**src/pkg/iflsb_map.vh**
```
`ifndef IFLSB_MAP_VH
`define IFLSB_MAP_VH

// ---------------------------------------------------------------
// register offsets
// ---------------------------------------------------------------
`define IFLSB_OFS_SUMMARY 8'h2D
`define IFLSB_OFS_CH1 8'h2E
`define IFLSB_OFS_CH2 8'h2F
`define IFLSB_OFS_CH3 8'h30
`define IFLSB_OFS_CH4 8'h31

// ---------------------------------------------------------------
// reset values and unmapped answer
// ---------------------------------------------------------------
`define IFLSB_RST_LIVE 8'h00
`define IFLSB_RST_SUMMARY 8'h00
`define IFLSB_UNMAPPED_DATA 8'h00

// ---------------------------------------------------------------
// per-channel field positions
// ---------------------------------------------------------------
`define IFLSB_BIT_OPEN 7
`define IFLSB_BIT_PAIR_SHORT 6
`define IFLSB_BIT_POS_GND 5
`define IFLSB_BIT_NEG_GND 4
`define IFLSB_BIT_POS_BIAS 3
`define IFLSB_BIT_NEG_BIAS 2
`define IFLSB_BIT_POS_VBAT 1
`define IFLSB_BIT_NEG_VBAT 0

// ---------------------------------------------------------------
// summary field positions
// ---------------------------------------------------------------
`define IFLSB_SUM_CH1 7
`define IFLSB_SUM_CH2 6
`define IFLSB_SUM_CH3 5
`define IFLSB_SUM_CH4 4
`define IFLSB_SUM_VBAT_LOW 1

`endif
```
**src/logic/iflsb_chan.v**
```verilog
`timescale 1ns/1ps
`include "iflsb_map.vh"

// ---------------------------------------------------------------
// one channel live fault status register
// ---------------------------------------------------------------
module iflsb_chan (
    input wire mclk,
    input wire rst_n,
    input wire [7:0] fault_in,
    output wire [7:0] live_status,
    output wire vbat_short,
    output wire any_fault
);
    reg [7:0] live_reg;

    // recaptured every cycle so a cleared fault drops at once
    always @(posedge mclk) begin
        if (!rst_n) begin
            live_reg <= `IFLSB_RST_LIVE;
        end else begin
            live_reg <= fault_in;
        end
    end

    assign live_status = live_reg;
    assign vbat_short = live_reg[`IFLSB_BIT_POS_VBAT] | live_reg[`IFLSB_BIT_NEG_VBAT];
    assign any_fault = |live_reg;
endmodule

```
**src/logic/iflsb_rdmux.v**
```verilog
`timescale 1ns/1ps
`include "iflsb_map.vh"

// ---------------------------------------------------------------
// read address decode
// ---------------------------------------------------------------
module iflsb_rdmux (
    input wire [7:0] addr,
    input wire [7:0] summary,
    input wire [7:0] ch1,
    input wire [7:0] ch2,
    input wire [7:0] ch3,
    input wire [7:0] ch4,
    output reg [7:0] data,
    output reg hit
);
    always @* begin
        data = `IFLSB_UNMAPPED_DATA;
        hit = 1'h1;
        case (addr)
            `IFLSB_OFS_SUMMARY: begin
                data = summary;
            end
            `IFLSB_OFS_CH1: begin
                data = ch1;
            end
            `IFLSB_OFS_CH2: begin
                data = ch2;
            end
            `IFLSB_OFS_CH3: begin
                data = ch3;
            end
            `IFLSB_OFS_CH4: begin
                data = ch4;
            end
            default: begin
                data = `IFLSB_UNMAPPED_DATA;
                hit = 1'h0;
            end
        endcase
    end
endmodule

```
**src/logic/iflsb_top.v**
```verilog
`timescale 1ns/1ps
`include "iflsb_map.vh"


module iflsb_top (
    input wire mclk,
    input wire rst_n,
    input wire [3:0] ch1_open,
    input wire [3:0] ch2_open,
    input wire ch1_pair_short,
    input wire ch2_pair_short,
    input wire ch3_pair_short,
    input wire ch4_pair_short,
    input wire [3:0] ch3_open,
    input wire [3:0] ch4_open,
    input wire [7:0] ch1_pin_faults,
    input wire [7:0] ch2_pin_faults,
    input wire [7:0] ch3_pin_faults,
    input wire [7:0] ch4_pin_faults,
    input wire vbat_below_bias,
    input wire [7:0] reg_addr,
    input wire reg_rd,
    input wire reg_wr,
    input wire [7:0] reg_wdata,
    output reg [7:0] reg_rdata,
    output reg reg_rvalid,
    output reg reg_miss,
    output reg reg_wr_ignored,
    output reg [7:0] channel_fault_summary,
    output reg fault_present
);
    // ---------------------------------------------------------------
    // detector decode
    // ---------------------------------------------------------------
    // pin faults arrive as {pos_gnd, neg_gnd, pos_bias, neg_bias,
    // pos_vbat, neg_vbat} in bits 5..0; bits 7..6 are unused there
    // open arrives as a 4-wide vote; any asserted lane counts, so a
    // single lane stuck low cannot hide an open input
    wire ch1_open_any;
    wire ch1_pos_gnd;
    wire ch1_neg_gnd;
    wire ch1_pos_bias;
    wire ch1_neg_bias;
    wire ch1_pos_vbat;
    wire ch1_neg_vbat;

    wire ch2_open_any;
    wire ch2_pos_gnd;
    wire ch2_neg_gnd;
    wire ch2_pos_bias;
    wire ch2_neg_bias;
    wire ch2_pos_vbat;
    wire ch2_neg_vbat;

    wire ch3_open_any;
    wire ch3_pos_gnd;
    wire ch3_neg_gnd;
    wire ch3_pos_bias;
    wire ch3_neg_bias;
    wire ch3_pos_vbat;
    wire ch3_neg_vbat;

    wire ch4_open_any;
    wire ch4_pos_gnd;
    wire ch4_neg_gnd;
    wire ch4_pos_bias;
    wire ch4_neg_bias;
    wire ch4_pos_vbat;
    wire ch4_neg_vbat;

    assign ch1_open_any = |ch1_open;
    assign ch1_pos_gnd = ch1_pin_faults[`IFLSB_BIT_POS_GND];
    assign ch1_neg_gnd = ch1_pin_faults[`IFLSB_BIT_NEG_GND];
    assign ch1_pos_bias = ch1_pin_faults[`IFLSB_BIT_POS_BIAS];
    assign ch1_neg_bias = ch1_pin_faults[`IFLSB_BIT_NEG_BIAS];
    assign ch1_pos_vbat = ch1_pin_faults[`IFLSB_BIT_POS_VBAT];
    assign ch1_neg_vbat = ch1_pin_faults[`IFLSB_BIT_NEG_VBAT];

    assign ch2_open_any = |ch2_open;
    assign ch2_pos_gnd = ch2_pin_faults[`IFLSB_BIT_POS_GND];
    assign ch2_neg_gnd = ch2_pin_faults[`IFLSB_BIT_NEG_GND];
    assign ch2_pos_bias = ch2_pin_faults[`IFLSB_BIT_POS_BIAS];
    assign ch2_neg_bias = ch2_pin_faults[`IFLSB_BIT_NEG_BIAS];
    assign ch2_pos_vbat = ch2_pin_faults[`IFLSB_BIT_POS_VBAT];
    assign ch2_neg_vbat = ch2_pin_faults[`IFLSB_BIT_NEG_VBAT];

    assign ch3_open_any = |ch3_open;
    assign ch3_pos_gnd = ch3_pin_faults[`IFLSB_BIT_POS_GND];
    assign ch3_neg_gnd = ch3_pin_faults[`IFLSB_BIT_NEG_GND];
    assign ch3_pos_bias = ch3_pin_faults[`IFLSB_BIT_POS_BIAS];
    assign ch3_neg_bias = ch3_pin_faults[`IFLSB_BIT_NEG_BIAS];
    assign ch3_pos_vbat = ch3_pin_faults[`IFLSB_BIT_POS_VBAT];
    assign ch3_neg_vbat = ch3_pin_faults[`IFLSB_BIT_NEG_VBAT];

    assign ch4_open_any = |ch4_open;
    assign ch4_pos_gnd = ch4_pin_faults[`IFLSB_BIT_POS_GND];
    assign ch4_neg_gnd = ch4_pin_faults[`IFLSB_BIT_NEG_GND];
    assign ch4_pos_bias = ch4_pin_faults[`IFLSB_BIT_POS_BIAS];
    assign ch4_neg_bias = ch4_pin_faults[`IFLSB_BIT_NEG_BIAS];
    assign ch4_pos_vbat = ch4_pin_faults[`IFLSB_BIT_POS_VBAT];
    assign ch4_neg_vbat = ch4_pin_faults[`IFLSB_BIT_NEG_VBAT];

    // ---------------------------------------------------------------
    // status words
    // ---------------------------------------------------------------
    wire [7:0] ch1_bundle;
    wire [7:0] ch2_bundle;
    wire [7:0] ch3_bundle;
    wire [7:0] ch4_bundle;

    assign ch1_bundle[`IFLSB_BIT_OPEN] = ch1_open_any;
    assign ch1_bundle[`IFLSB_BIT_PAIR_SHORT] = ch1_pair_short;
    assign ch1_bundle[`IFLSB_BIT_POS_GND] = ch1_pos_gnd;
    assign ch1_bundle[`IFLSB_BIT_NEG_GND] = ch1_neg_gnd;
    assign ch1_bundle[`IFLSB_BIT_POS_BIAS] = ch1_pos_bias;
    assign ch1_bundle[`IFLSB_BIT_NEG_BIAS] = ch1_neg_bias;
    assign ch1_bundle[`IFLSB_BIT_POS_VBAT] = ch1_pos_vbat;
    assign ch1_bundle[`IFLSB_BIT_NEG_VBAT] = ch1_neg_vbat;

    assign ch2_bundle[`IFLSB_BIT_OPEN] = ch2_open_any;
    assign ch2_bundle[`IFLSB_BIT_PAIR_SHORT] = ch2_pair_short;
    assign ch2_bundle[`IFLSB_BIT_POS_GND] = ch2_pos_gnd;
    assign ch2_bundle[`IFLSB_BIT_NEG_GND] = ch2_neg_gnd;
    assign ch2_bundle[`IFLSB_BIT_POS_BIAS] = ch2_pos_bias;
    assign ch2_bundle[`IFLSB_BIT_NEG_BIAS] = ch2_neg_bias;
    assign ch2_bundle[`IFLSB_BIT_POS_VBAT] = ch2_pos_vbat;
    assign ch2_bundle[`IFLSB_BIT_NEG_VBAT] = ch2_neg_vbat;

    assign ch3_bundle[`IFLSB_BIT_OPEN] = ch3_open_any;
    assign ch3_bundle[`IFLSB_BIT_PAIR_SHORT] = ch3_pair_short;
    assign ch3_bundle[`IFLSB_BIT_POS_GND] = ch3_pos_gnd;
    assign ch3_bundle[`IFLSB_BIT_NEG_GND] = ch3_neg_gnd;
    assign ch3_bundle[`IFLSB_BIT_POS_BIAS] = ch3_pos_bias;
    assign ch3_bundle[`IFLSB_BIT_NEG_BIAS] = ch3_neg_bias;
    assign ch3_bundle[`IFLSB_BIT_POS_VBAT] = ch3_pos_vbat;
    assign ch3_bundle[`IFLSB_BIT_NEG_VBAT] = ch3_neg_vbat;

    assign ch4_bundle[`IFLSB_BIT_OPEN] = ch4_open_any;
    assign ch4_bundle[`IFLSB_BIT_PAIR_SHORT] = ch4_pair_short;
    assign ch4_bundle[`IFLSB_BIT_POS_GND] = ch4_pos_gnd;
    assign ch4_bundle[`IFLSB_BIT_NEG_GND] = ch4_neg_gnd;
    assign ch4_bundle[`IFLSB_BIT_POS_BIAS] = ch4_pos_bias;
    assign ch4_bundle[`IFLSB_BIT_NEG_BIAS] = ch4_neg_bias;
    assign ch4_bundle[`IFLSB_BIT_POS_VBAT] = ch4_pos_vbat;
    assign ch4_bundle[`IFLSB_BIT_NEG_VBAT] = ch4_neg_vbat;

    // ---------------------------------------------------------------
    // per-channel live registers
    // ---------------------------------------------------------------
    wire [7:0] chan_one_input_fault_live;
    wire [7:0] chan_two_input_fault_live;
    wire [7:0] chan_three_input_fault_live;
    wire [7:0] chan_four_input_fault_live;
    wire [3:0] vbat_short;
    wire [3:0] chan_any;

    // write path is not wired in: the channel registers have no load
    iflsb_chan u_ch1 (
        .mclk(mclk),
        .rst_n(rst_n),
        .fault_in(ch1_bundle),
        .live_status(chan_one_input_fault_live),
        .vbat_short(vbat_short[0]),
        .any_fault(chan_any[0])
    );

    iflsb_chan u_ch2 (
        .mclk(mclk),
        .rst_n(rst_n),
        .fault_in(ch2_bundle),
        .live_status(chan_two_input_fault_live),
        .vbat_short(vbat_short[1]),
        .any_fault(chan_any[1])
    );

    iflsb_chan u_ch3 (
        .mclk(mclk),
        .rst_n(rst_n),
        .fault_in(ch3_bundle),
        .live_status(chan_three_input_fault_live),
        .vbat_short(vbat_short[2]),
        .any_fault(chan_any[2])
    );

    iflsb_chan u_ch4 (
        .mclk(mclk),
        .rst_n(rst_n),
        .fault_in(ch4_bundle),
        .live_status(chan_four_input_fault_live),
        .vbat_short(vbat_short[3]),
        .any_fault(chan_any[3])
    );

    // ---------------------------------------------------------------
    // summary
    // ---------------------------------------------------------------
    // built from the live registers so it never leads them; the battery
    // bit reads the rail comparison directly and can lead by one cycle
    reg [7:0] summary_next;

    always @* begin
        summary_next = `IFLSB_RST_SUMMARY;
        summary_next[`IFLSB_SUM_CH1] = chan_any[0];
        summary_next[`IFLSB_SUM_CH2] = chan_any[1];
        summary_next[`IFLSB_SUM_CH3] = chan_any[2];
        summary_next[`IFLSB_SUM_CH4] = chan_any[3];
        summary_next[`IFLSB_SUM_VBAT_LOW] = (|vbat_short) & vbat_below_bias;
    end

    always @(posedge mclk) begin
        if (!rst_n) begin
            channel_fault_summary <= `IFLSB_RST_SUMMARY;
        end else begin
            channel_fault_summary <= summary_next;
        end
    end

    // a fault in any channel, kept apart from the read path
    always @(posedge mclk) begin
        if (!rst_n) begin
            fault_present <= 1'h0;
        end else begin
            fault_present <= |chan_any;
        end
    end

    // ---------------------------------------------------------------
    // control port
    // ---------------------------------------------------------------
    wire [7:0] mux_data;
    wire mux_hit;

    iflsb_rdmux u_rdmux (
        .addr(reg_addr),
        .summary(channel_fault_summary),
        .ch1(chan_one_input_fault_live),
        .ch2(chan_two_input_fault_live),
        .ch3(chan_three_input_fault_live),
        .ch4(chan_four_input_fault_live),
        .data(mux_data),
        .hit(mux_hit)
    );

    // ---------------------------------------------------------------
    // strobe decode
    // ---------------------------------------------------------------
    // read wins when both strobes come together; a write alone
    // only raises the ignored flag, nothing is stored
    wire rd_take;
    wire wr_only;

    assign rd_take = reg_rd;
    assign wr_only = reg_wr & ~reg_rd & (reg_wdata == reg_wdata);

    // ---------------------------------------------------------------
    // read answer
    // ---------------------------------------------------------------
    always @(posedge mclk) begin
        if (!rst_n) begin
            reg_rvalid <= 1'h0;
        end else begin
            reg_rvalid <= rd_take;
        end
    end

    // data holds the last read so a slow master can still pick it up
    always @(posedge mclk) begin
        if (!rst_n) begin
            reg_rdata <= `IFLSB_RST_LIVE;
        end else if (rd_take) begin
            reg_rdata <= mux_data;
        end
    end

    always @(posedge mclk) begin
        if (!rst_n) begin
            reg_miss <= 1'h0;
        end else begin
            reg_miss <= rd_take & ~mux_hit;
        end
    end

    // ---------------------------------------------------------------
    // write answer
    // ---------------------------------------------------------------
    always @(posedge mclk) begin
        if (!rst_n) begin
            reg_wr_ignored <= 1'h0;
        end else begin
            reg_wr_ignored <= wr_only;
        end
    end
endmodule

```
**config.mk**
```make
export PLATFORM = sky130hd
export DESIGN_NAME = iflsb_top
export DESIGN_NICKNAME = d
export VERILOG_FILES = /design/src/logic/iflsb_chan.v /design/src/logic/iflsb_rdmux.v /design/src/logic/iflsb_top.v
export VERILOG_INCLUDE_DIRS = /design/src /design/src/pkg
export SDC_FILE = /design/constraint.sdc
export NUM_CORES = 1
export LEC_CHECK = 0
export BUFFER_PORTS_ARGS = -buffer_cell sky130_fd_sc_hd__buf_2
export CORE_UTILIZATION = 32
export DETAILED_ROUTE_END_ITERATION = 8
export MAX_ROUTING_LAYER = met4
export PLACE_DENSITY = 0.68
export SLEW_MARGIN = 20
export SYNTH_ARGS = -nofsm -noshare
export SYNTH_HDL_FRONTEND = slang
export SYNTH_SLANG_ARGS = --single-unit
```
**constraint.sdc**
```tcl
create_clock -name mclk -period 2.2 [get_ports mclk]
set_input_delay 0.33 -clock mclk [delete_from_list [all_inputs] [get_ports mclk]]
set_output_delay 0.33 -clock mclk [all_outputs]
set_load 0.05 [all_outputs]
```
After elaboration in Yosys (flattened, before gate mapping)
Cells that the tools add are included.
{ "totals": {"ff_bits": 52, "in_bits": 73, "out_inout_bits": 20, "elab_cells": 38} }
{ "classes": {"eq_ne": 5, "n_mux": 2, "bitwise": 9, "reduce_logical": 11} }
{ "ops": {"columns": ["operator", "count"], "rows": [
  ["$eq A8 B6 Y1 const B", 5],
  ["$pmux W8 S5", 1],
  ["$reduce_or A32 Y1", 1],
  ["$reduce_or A8 Y1", 4],
  ["$reduce_or A4 Y1", 5],
  ["$reduce_or A5 Y1", 1],
  ["$or A1 B1 Y1", 4],
  ["$and A1 B1 Y1", 3],
  ["$not A1 Y1", 2],
  ["$mux W1", 1]
]} }

Depth between registers and ports, before layout
Gate-level depths: netlist (run 1).
{ "logic_depth": {"depth_word": 5, "ltp_mapped": 5, "ltp_nobuf": 4} }

By module
From an unflattened synthesis (run 1), not the netlist that was laid out.
{ "hier_totals": {"cells_unflattened": 183, "area_unflattened_um2": 1953.1} }
{ "modules_own_cells": {"columns": ["mod", "n_inst", "cells_per_inst", "area_per_inst_um2", "seq_area_each_um2"], "rows": [
  ["iflsb_chan", 4, 19, 231.5, 160.2],
  ["iflsb_top", 1, 55, 613.1, 340.3],
  ["iflsb_rdmux", 1, 52, 414.1, 0.0]
]} }

Worst setup path before layout (run 1)
No wires, ideal clock.
{ "synth_path": {"path_kind": "input-to-reg", "from": "input port reg_addr[0]", "to": "register reg_rdata[1]", "setup_ps": 119, "t_arrival_ps": 1138, "setup_slack_ps": 943, "stages": 5, "path_cell_list": "buf_6 > mux2_1 > a22o_1 > a31oi_1 > a21boi_1"} }
{ "synth_via": {"elab_chain_len": 2} }
{ "synth_lines": {"columns": ["element", "line", "rtl"], "rows": [
  ["start, declared", "iflsb_top.v:21", "input wire [7:0] reg_addr,"],
  ["$eq A8 B6 Y1", "iflsb_rdmux.v:20", "case (addr)"],
  ["$pmux W8 S5 (*)", "iflsb_rdmux.v:20", null],
  ["end signal, assigned", "iflsb_top.v:269", "reg_rdata <= `IFLSB_RST_LIVE;"],
  ["end signal, assigned", "iflsb_top.v:271", "reg_rdata <= mux_data;"],
  ["end, declared", "iflsb_top.v:25", "output reg [7:0] reg_rdata,"]
]} }
Every way passes the cells marked *; elsewhere a longest branch is shown, timed or not.
A chain may end at the register's enable or synchronous reset.

Worst setup path in the final report (run 1)
{ "layout_path": {"from": "register u_ch2.live_reg[1] (netlist: u_ch2.live_status[1])", "to": "register fault_present"} }
{ "layout_via": {"elab_chain_len": 1} }
{ "layout_lines": {"columns": ["element", "line", "rtl"], "rows": [
  ["start, declared", "iflsb_chan.v:15", "reg [7:0] live_reg;"],
  ["start signal, assigned", "iflsb_chan.v:20", "live_reg <= `IFLSB_RST_LIVE;"],
  ["start signal, assigned", "iflsb_chan.v:22", "live_reg <= fault_in;"],
  ["$reduce_or A32 Y1", "iflsb_top.v:223", "fault_present <= |chan_any;"],
  ["end signal, assigned", "iflsb_top.v:223", null],
  ["end, declared", "iflsb_top.v:30", "output reg fault_present"]
]} }
No other way between the ends.

==> metrics.yaml, run 1 <==
place:
  dpl_worst_slack_ps: 558
  port_buffers: 73
  dp_hpwl_um: 3240
  place_congestion: 0.839
  place_inst: 316
drt:
  routed.top_layer: "met4"
  wl_met1_um: 1950
  wl_per_cell_um: 12.7
  ant_nets: 0
  dr_wl_met2_um: 1800
  drt-total-wl_um: 4100
  num_vias: 1483
  drc_errors: 0
  drtIter0Drc: 65
  wl_met3_um: 296
  vias_per_cell: 4.58
  drtPass1Iterations: 4
clock_network:
  cts_buffers: 5
  clk_path_buf_depth: 2
  cts_setup_buffers: 0
  cts.sinks: 49
  cts_max_level: 2
  cts_hold_buf: 0
  clk_pin_slew_ps: 90
  cts_tree: "yes"
  insertion_delay_ps: 310
  clockRootBuffer: "clkbuf_8"
  cts_resized: 0
critical_path:
  worst_setup_path_start_kind: "flip-flop"
  path_class: "flip-flop to flip-flop"
  critPathMaxStageDelay_ps: 420
  cp_data_arrival_time_ps: 1510
  crit_path_top_delay_cell: "o41a_1"
  worst_setup_path_end_kind: "flip-flop"
  crit_fanout: 3
  required_ps: 2390
  path_cells: "nor4_1, nand2_1, o41a_1"
sta:
  setup_tns_ps: 0
  fin_skew_ps: 9.99
  drv_slew: 0
  setup_viol: 0
  fmax_mhz: 755
  hold_slack_ps: 216
  finalHoldViolCount: 0
  rsz0062_at_grt: "false"
  fin_crit_ps: 1320
  setup_ws_ps: 876
  post-route-period-util: 0.602
power:
  pwr-share-seq: 0.554
  power.leakage_nw: 1.09
  switchingPower_w: 0.000433
  p_int_w: 0.00128
  p_per_area_mw_per_mm2: 708
  clock_power_share: 0.317
  vdd_drop_max_uv: 217
  swShare: 0.252
  p_comb_frac: 0.129
synth:
  synthTopCellsByCount: "49 x dfxtp_1, 34 x and2_1, 10 x nor4_1, 8 x mux2_2"
  synth_area_sq_mm: 0.00194
  syn_inst: 176
  yosys-top-cells-area: "dfxtp_1 51%, and2_1 11%, mux2_2 4.6%, nor4_1 3.2%, mux2i_1 3.1%"
  synth.top_cell.area_share: 0.505
  synth_most_common_cell: "dfxtp_1"
  synthArstFlopShare: 0
  synth-seq-area-share: 0.505
  synth_edf_count: 0
  synthFlopType: "dfxtp_1"
  synth_seq_cells: 49
  yosys.area.top_type: "dfxtp_1"
  ys_warn_count: 0
  post_synth_num_cell_types: 33
  syn_avg_cell_area_sq_um: 11.0
floorplanning:
  die_x_um: 79.9
  die-area_sq_mm: 0.00638
  fp-row-count: 28
  core_area_sq_mm: 0.00589
  start_util: 0.330
  ios: 93
  die_y_um: 79.9
finish:
  area_growth_pct: 25.0
  nets: 321
  num_antenna_cells: 0
  finalNonFillerCells: 324
  drive_gt1_frac: 0.406
  nFillCells: 616
  finalCoreUtilization: 0.412
hold_path:
  hp-class: "input port to flip-flop"
flow_run:
  cap_violations: 0
grt:
  grt_max_degree: 34
  grt-ovfl-total: 0
  grt_usage: 0.141
  grt_pass1_vias: 1452
  antenna_found_initial: 0
  grt_pass1_wl_um: 6550
run_status:
  outcome: "complete, no violations"
-- cell usage in the layout (no fill, tap or decap), types with 5 or more instances in the layout --
cell      instances
mux2i_1           6
buf_2            73
nand2_1           6
nor2b_1           5
clkbuf_8          6
nor4_1           10
a31oi_1           5
o41a_1            5
and2_1           34
nand3_1           6
dfxtp_1          49
mux2_2            8
a22o_1            5
-- state kept, by name (all words and copies together), names as in the netlist --
name / cells
channel_fault_summary: 5
u_ch1.live_status: 8
u_ch2.live_status: 8
u_ch3.live_status: 8
reg_miss: 1
u_ch4.live_status: 8
reg_wr_ignored: 1
reg_rvalid: 1
reg_rdata: 8
fault_present: 1
-- final timing paths --
kind | from | endpoint | cells past startpoint | slack (ps)
worst max register to register | u_ch2.live_status[1] | fault_present | 3 | 880
worst max-delay path | u_ch2.live_status[1] | fault_present | 3 | 880
worst min-delay path | reg_wr | reg_wr_ignored | 2 | 220
worst min register to register | reg_rdata[3] | reg_rdata[3] | 1 | 480
-- cell type report --
type                    count  area [sq um]  share of cell area
clock buffers               6          82.6              0.0340
inverters                   1          3.75             0.00155
flip-flops and latches     49           981               0.404
multi-input cells         117           880               0.362
clock inverters             2          13.8             0.00567
well taps                  75          93.8              0.0387
repair buffers             74           373               0.154
-- cells by family (layout without fill, tap and decap cells) --
logic type | count (synthesis) | after routing | synth area share
AND/OR/NAND/NOR | 69 | 69 | 0.231
buffers and inverters | 12 | 83 | 0.0457
AO/OA/AOI/OAI | 29 | 29 | 0.127
multiplexers | 16 | 16 | 0.0889
other | 1 | 3 | 0.00193
flip-flops | 49 | 49 | 0.505
-- worst max-delay path, delay by kind of cell, from the launching register on --
kind,cells,cell delay [ps]
compound gates,1,420
simple gates,2,460
flops,1,330
-- metal layers --
| layer | GRT usage | vias up |
|---|---|---|
| li1 | - | 766 |
| met1 | 0.170 | 657 |
| met2 | 0.226 | 54 |
| met3 | 0.0423 | 6 |
| met4 | 0.0482 | 0 |
| met5 | - | - |
-- through the flow --
stage / cell area [sq um] / total power, W
CTS: 2430 / 0.00174
global route: 2430 / 0.00180
finish: 2430 / 0.00172
detailed placement: 2330 / 0.00120
floorplan: 1950 / 0.00112
global placement: 2330 / 0.00119
-- power by group through the flow --
| stage | Clock, W | Sequential [W] | Combinational, W |
|---|---|---|---|
| after floorplan | 0 | 0.00100 | 0.000115 |
| after global placement | 0 | 0.000972 | 0.000221 |
| after detailed placement | 0 | 0.000973 | 0.000224 |
| after CTS | 0.000564 | 0.000952 | 0.000225 |
| after global routing | 0.000602 | 0.000957 | 0.000241 |
| final | 0.000544 | 0.000952 | 0.000221 |
Note: power is estimated with default switching activity, not from simulation.
==> run 2: changes to the inputs <==
- clock period: 2.2 -> 1.3 ns (I/O delays scaled with it)
==> run 2 against run 1 <==
Compared with the run above:
- setup slack lost 810 ps
- largest power group unchanged
- largest cell class unchanged
- sequential power grew 70%
- cell count grew 1.2%
- non-clock buffer count grew 4
- utilization grew 1.8 points
- fmax grew 6.9%
- critical path type unchanged
- hold slack lost 120 ps
==> metrics.yaml, run 2 (synthesis results as in run 1) <==
run_status:
  outcome: "complete, no violations"
drt:
  drt-total-wl_um: 4360  # +6.4%
  wl_per_cell_um: 13.3  # +5.1%
  num_vias: 1527  # +3.0%
  ant_nets: 0  # unchanged
  drtIter0Drc: 27  # -58%
  vias_per_cell: 4.66  # +1.7%
  drc_errors: 0  # unchanged
  drtPass1Iterations: 4  # unchanged
power:
  vdd_drop_max_uv: 538  # +150%
  power.leakage_nw: 1.12  # +3.4%
  p_per_area_mw_per_mm2: 1230  # +73%
sta:
  setup_viol: 0  # unchanged
  fmax_mhz: 807  # +6.9%
  finalHoldViolCount: 0  # unchanged
  fin_crit_ps: 1240  # -85.1 ps
  hold_slack_ps: 95.7  # -120 ps
  drv_slew: 0  # unchanged
  post-route-period-util: 0.953  # +0.351
  fin_skew_ps: 11.5  # +1.50 ps
floorplanning:
  start_util: 0.330  # unchanged
  ios: 93  # unchanged
  core_area_sq_mm: 0.00589  # unchanged
  die_y_um: 79.9  # unchanged
  die-area_sq_mm: 0.00638  # unchanged
  die_x_um: 79.9  # unchanged
  fp-row-count: 28  # unchanged
finish:
  mostFrequentLayoutCells: "73 x buf_2, 48 x dfxtp_1, 34 x and2_1"
  drive_gt1_frac: 0.435  # +0.0292
  multi_input_area_sq_um: 920  # +4.6%
  area_growth_pct: 30.3
  layout_commonest_cell: "buf_2"
  num_antenna_cells: 0  # unchanged
  finalCoreUtilization: 0.430  # +0.0176
  regArea_sq_um: 982  # +0.13%
  nFillCells: 593  # -3.7%
  nets: 325  # +1.2%
hold_path:
  min_from: "reg_wr"
  hp-class: "input port to flip-flop"
place:
  place_congestion: 0.861  # +2.6%
  port_buffers: 73  # unchanged
  dp_hpwl_um: 3500  # +7.9%
clock_network:
  cts.sinks: 49  # unchanged
  cts_hold_buf: 0  # unchanged
  cts_buffers: 5  # unchanged
  cts_max_level: 2  # unchanged
  clockRootBuffer: "clkbuf_8"
  clk_pin_slew_ps: 80  # about the same
  cts_tree: "yes"
  cts_setup_buffers: 0  # unchanged
  insertion_delay_ps: 300  # about the same
  clk_path_buf_depth: 2  # unchanged
grt:
  grt_pass1_vias: 1536  # +5.8%
  grt_max_degree: 18  # -47%
  grt-ovfl-total: 0  # unchanged
  grt_usage: 0.147  # +0.00580
  grt_pass1_wl_um: 6880  # +5.1%
  antenna_found_initial: 0  # unchanged
critical_path:
  path_class: "flip-flop to flip-flop"
  reg2reg_from: "u_ch2.live_status[6]"
  worst_setup_path_start_kind: "flip-flop"
  worst_setup_path_end_kind: "flip-flop"
  cp_data_arrival_time_ps: 1420  # -90 ps
  cp-startpoint: "u_ch2.live_status[6]"
  required_ps: 1480  # -910 ps
  crit_fanout: 2  # -1
flow_run:
  cap_violations: 0  # unchanged
==> run 2: cell count changes in the layout (fill, tap and decap cells not counted), sizes merged <==
cell | previous run | this run
bufinv | 0 | 1
clkinv | 2 | 0
clkbuf | 6 | 7
buf | 74 | 78
==> run 2: per-layer routing <==
metal  vias to the layer above  track usage  wire (um)
met2                        62        0.246       2050
met4                         0       0.0536         61
met3                         7       0.0400        341
met1                       683        0.168       1900
met5                         -            -          0
li1                        775            -          -
==> run 2: worst paths after layout <==
path                          to  slack [ps]  cells after the start
setup reg to reg   fault_present          60                      3
setup / recovery   fault_present          60                      3
hold / removal    reg_wr_ignored         100                      2
hold reg to reg     reg_rdata[3]         490                      1
==> run 2: area by class of cell <==
cell class / instances / share of cell area
sequential: 49 / 0.388
multi-input combinational: 117 / 0.363
timing repair buffer: 78 / 0.164
tap: 75 / 0.0371
clock buffer: 7 / 0.0341
clock inverter: 1 / 0.0119
inverter: 1 / 0.00148
==> run 2: stage by stage <==
stage | std cells | worst slack [ps] | power [W] | instance area [sq um] | TNS, ps
3_5_place_dp | 320 | -12.6 | 0.00204 | 2370 | -23.2
5_1_grt | 328 | -9.81 | 0.00325 | 2530 | -13.4
2_1_floorplan | 178 | 144 | 0.00189 | 1950 | 0
4_1_cts | 328 | 16.8 | 0.00312 | 2490 | 0
3_3_place_gp | 320 | 4.27 | 0.00203 | 2370 | 0
6_report | 328 | 61.4 | 0.00310 | 2530 | 0
==> run 2: power breakdown <==
part / switching [W] / leakage (nW) / internal [W]
logic: 0.000210 / 0.658 / 0.000188
clock network: 0.000457 / 0.0585 / 0.000627
registers: 0.0000494 / 0.407 / 0.00157
total: 0.000717 / 1.12 / 0.00239
==> run 2: worst max-delay path, stage by stage (launching register included) <==
cell     delay, ps
dfxtp_1        330
nor4_2         300
nand2_1        100
o41a_1         410
==> run 2: timing repair <==
action,4_1_cts,5_1_grt
gates resized for setup,0,7
endpoints found under the setup margin,0,1
endpoints found under the hold margin,0,0
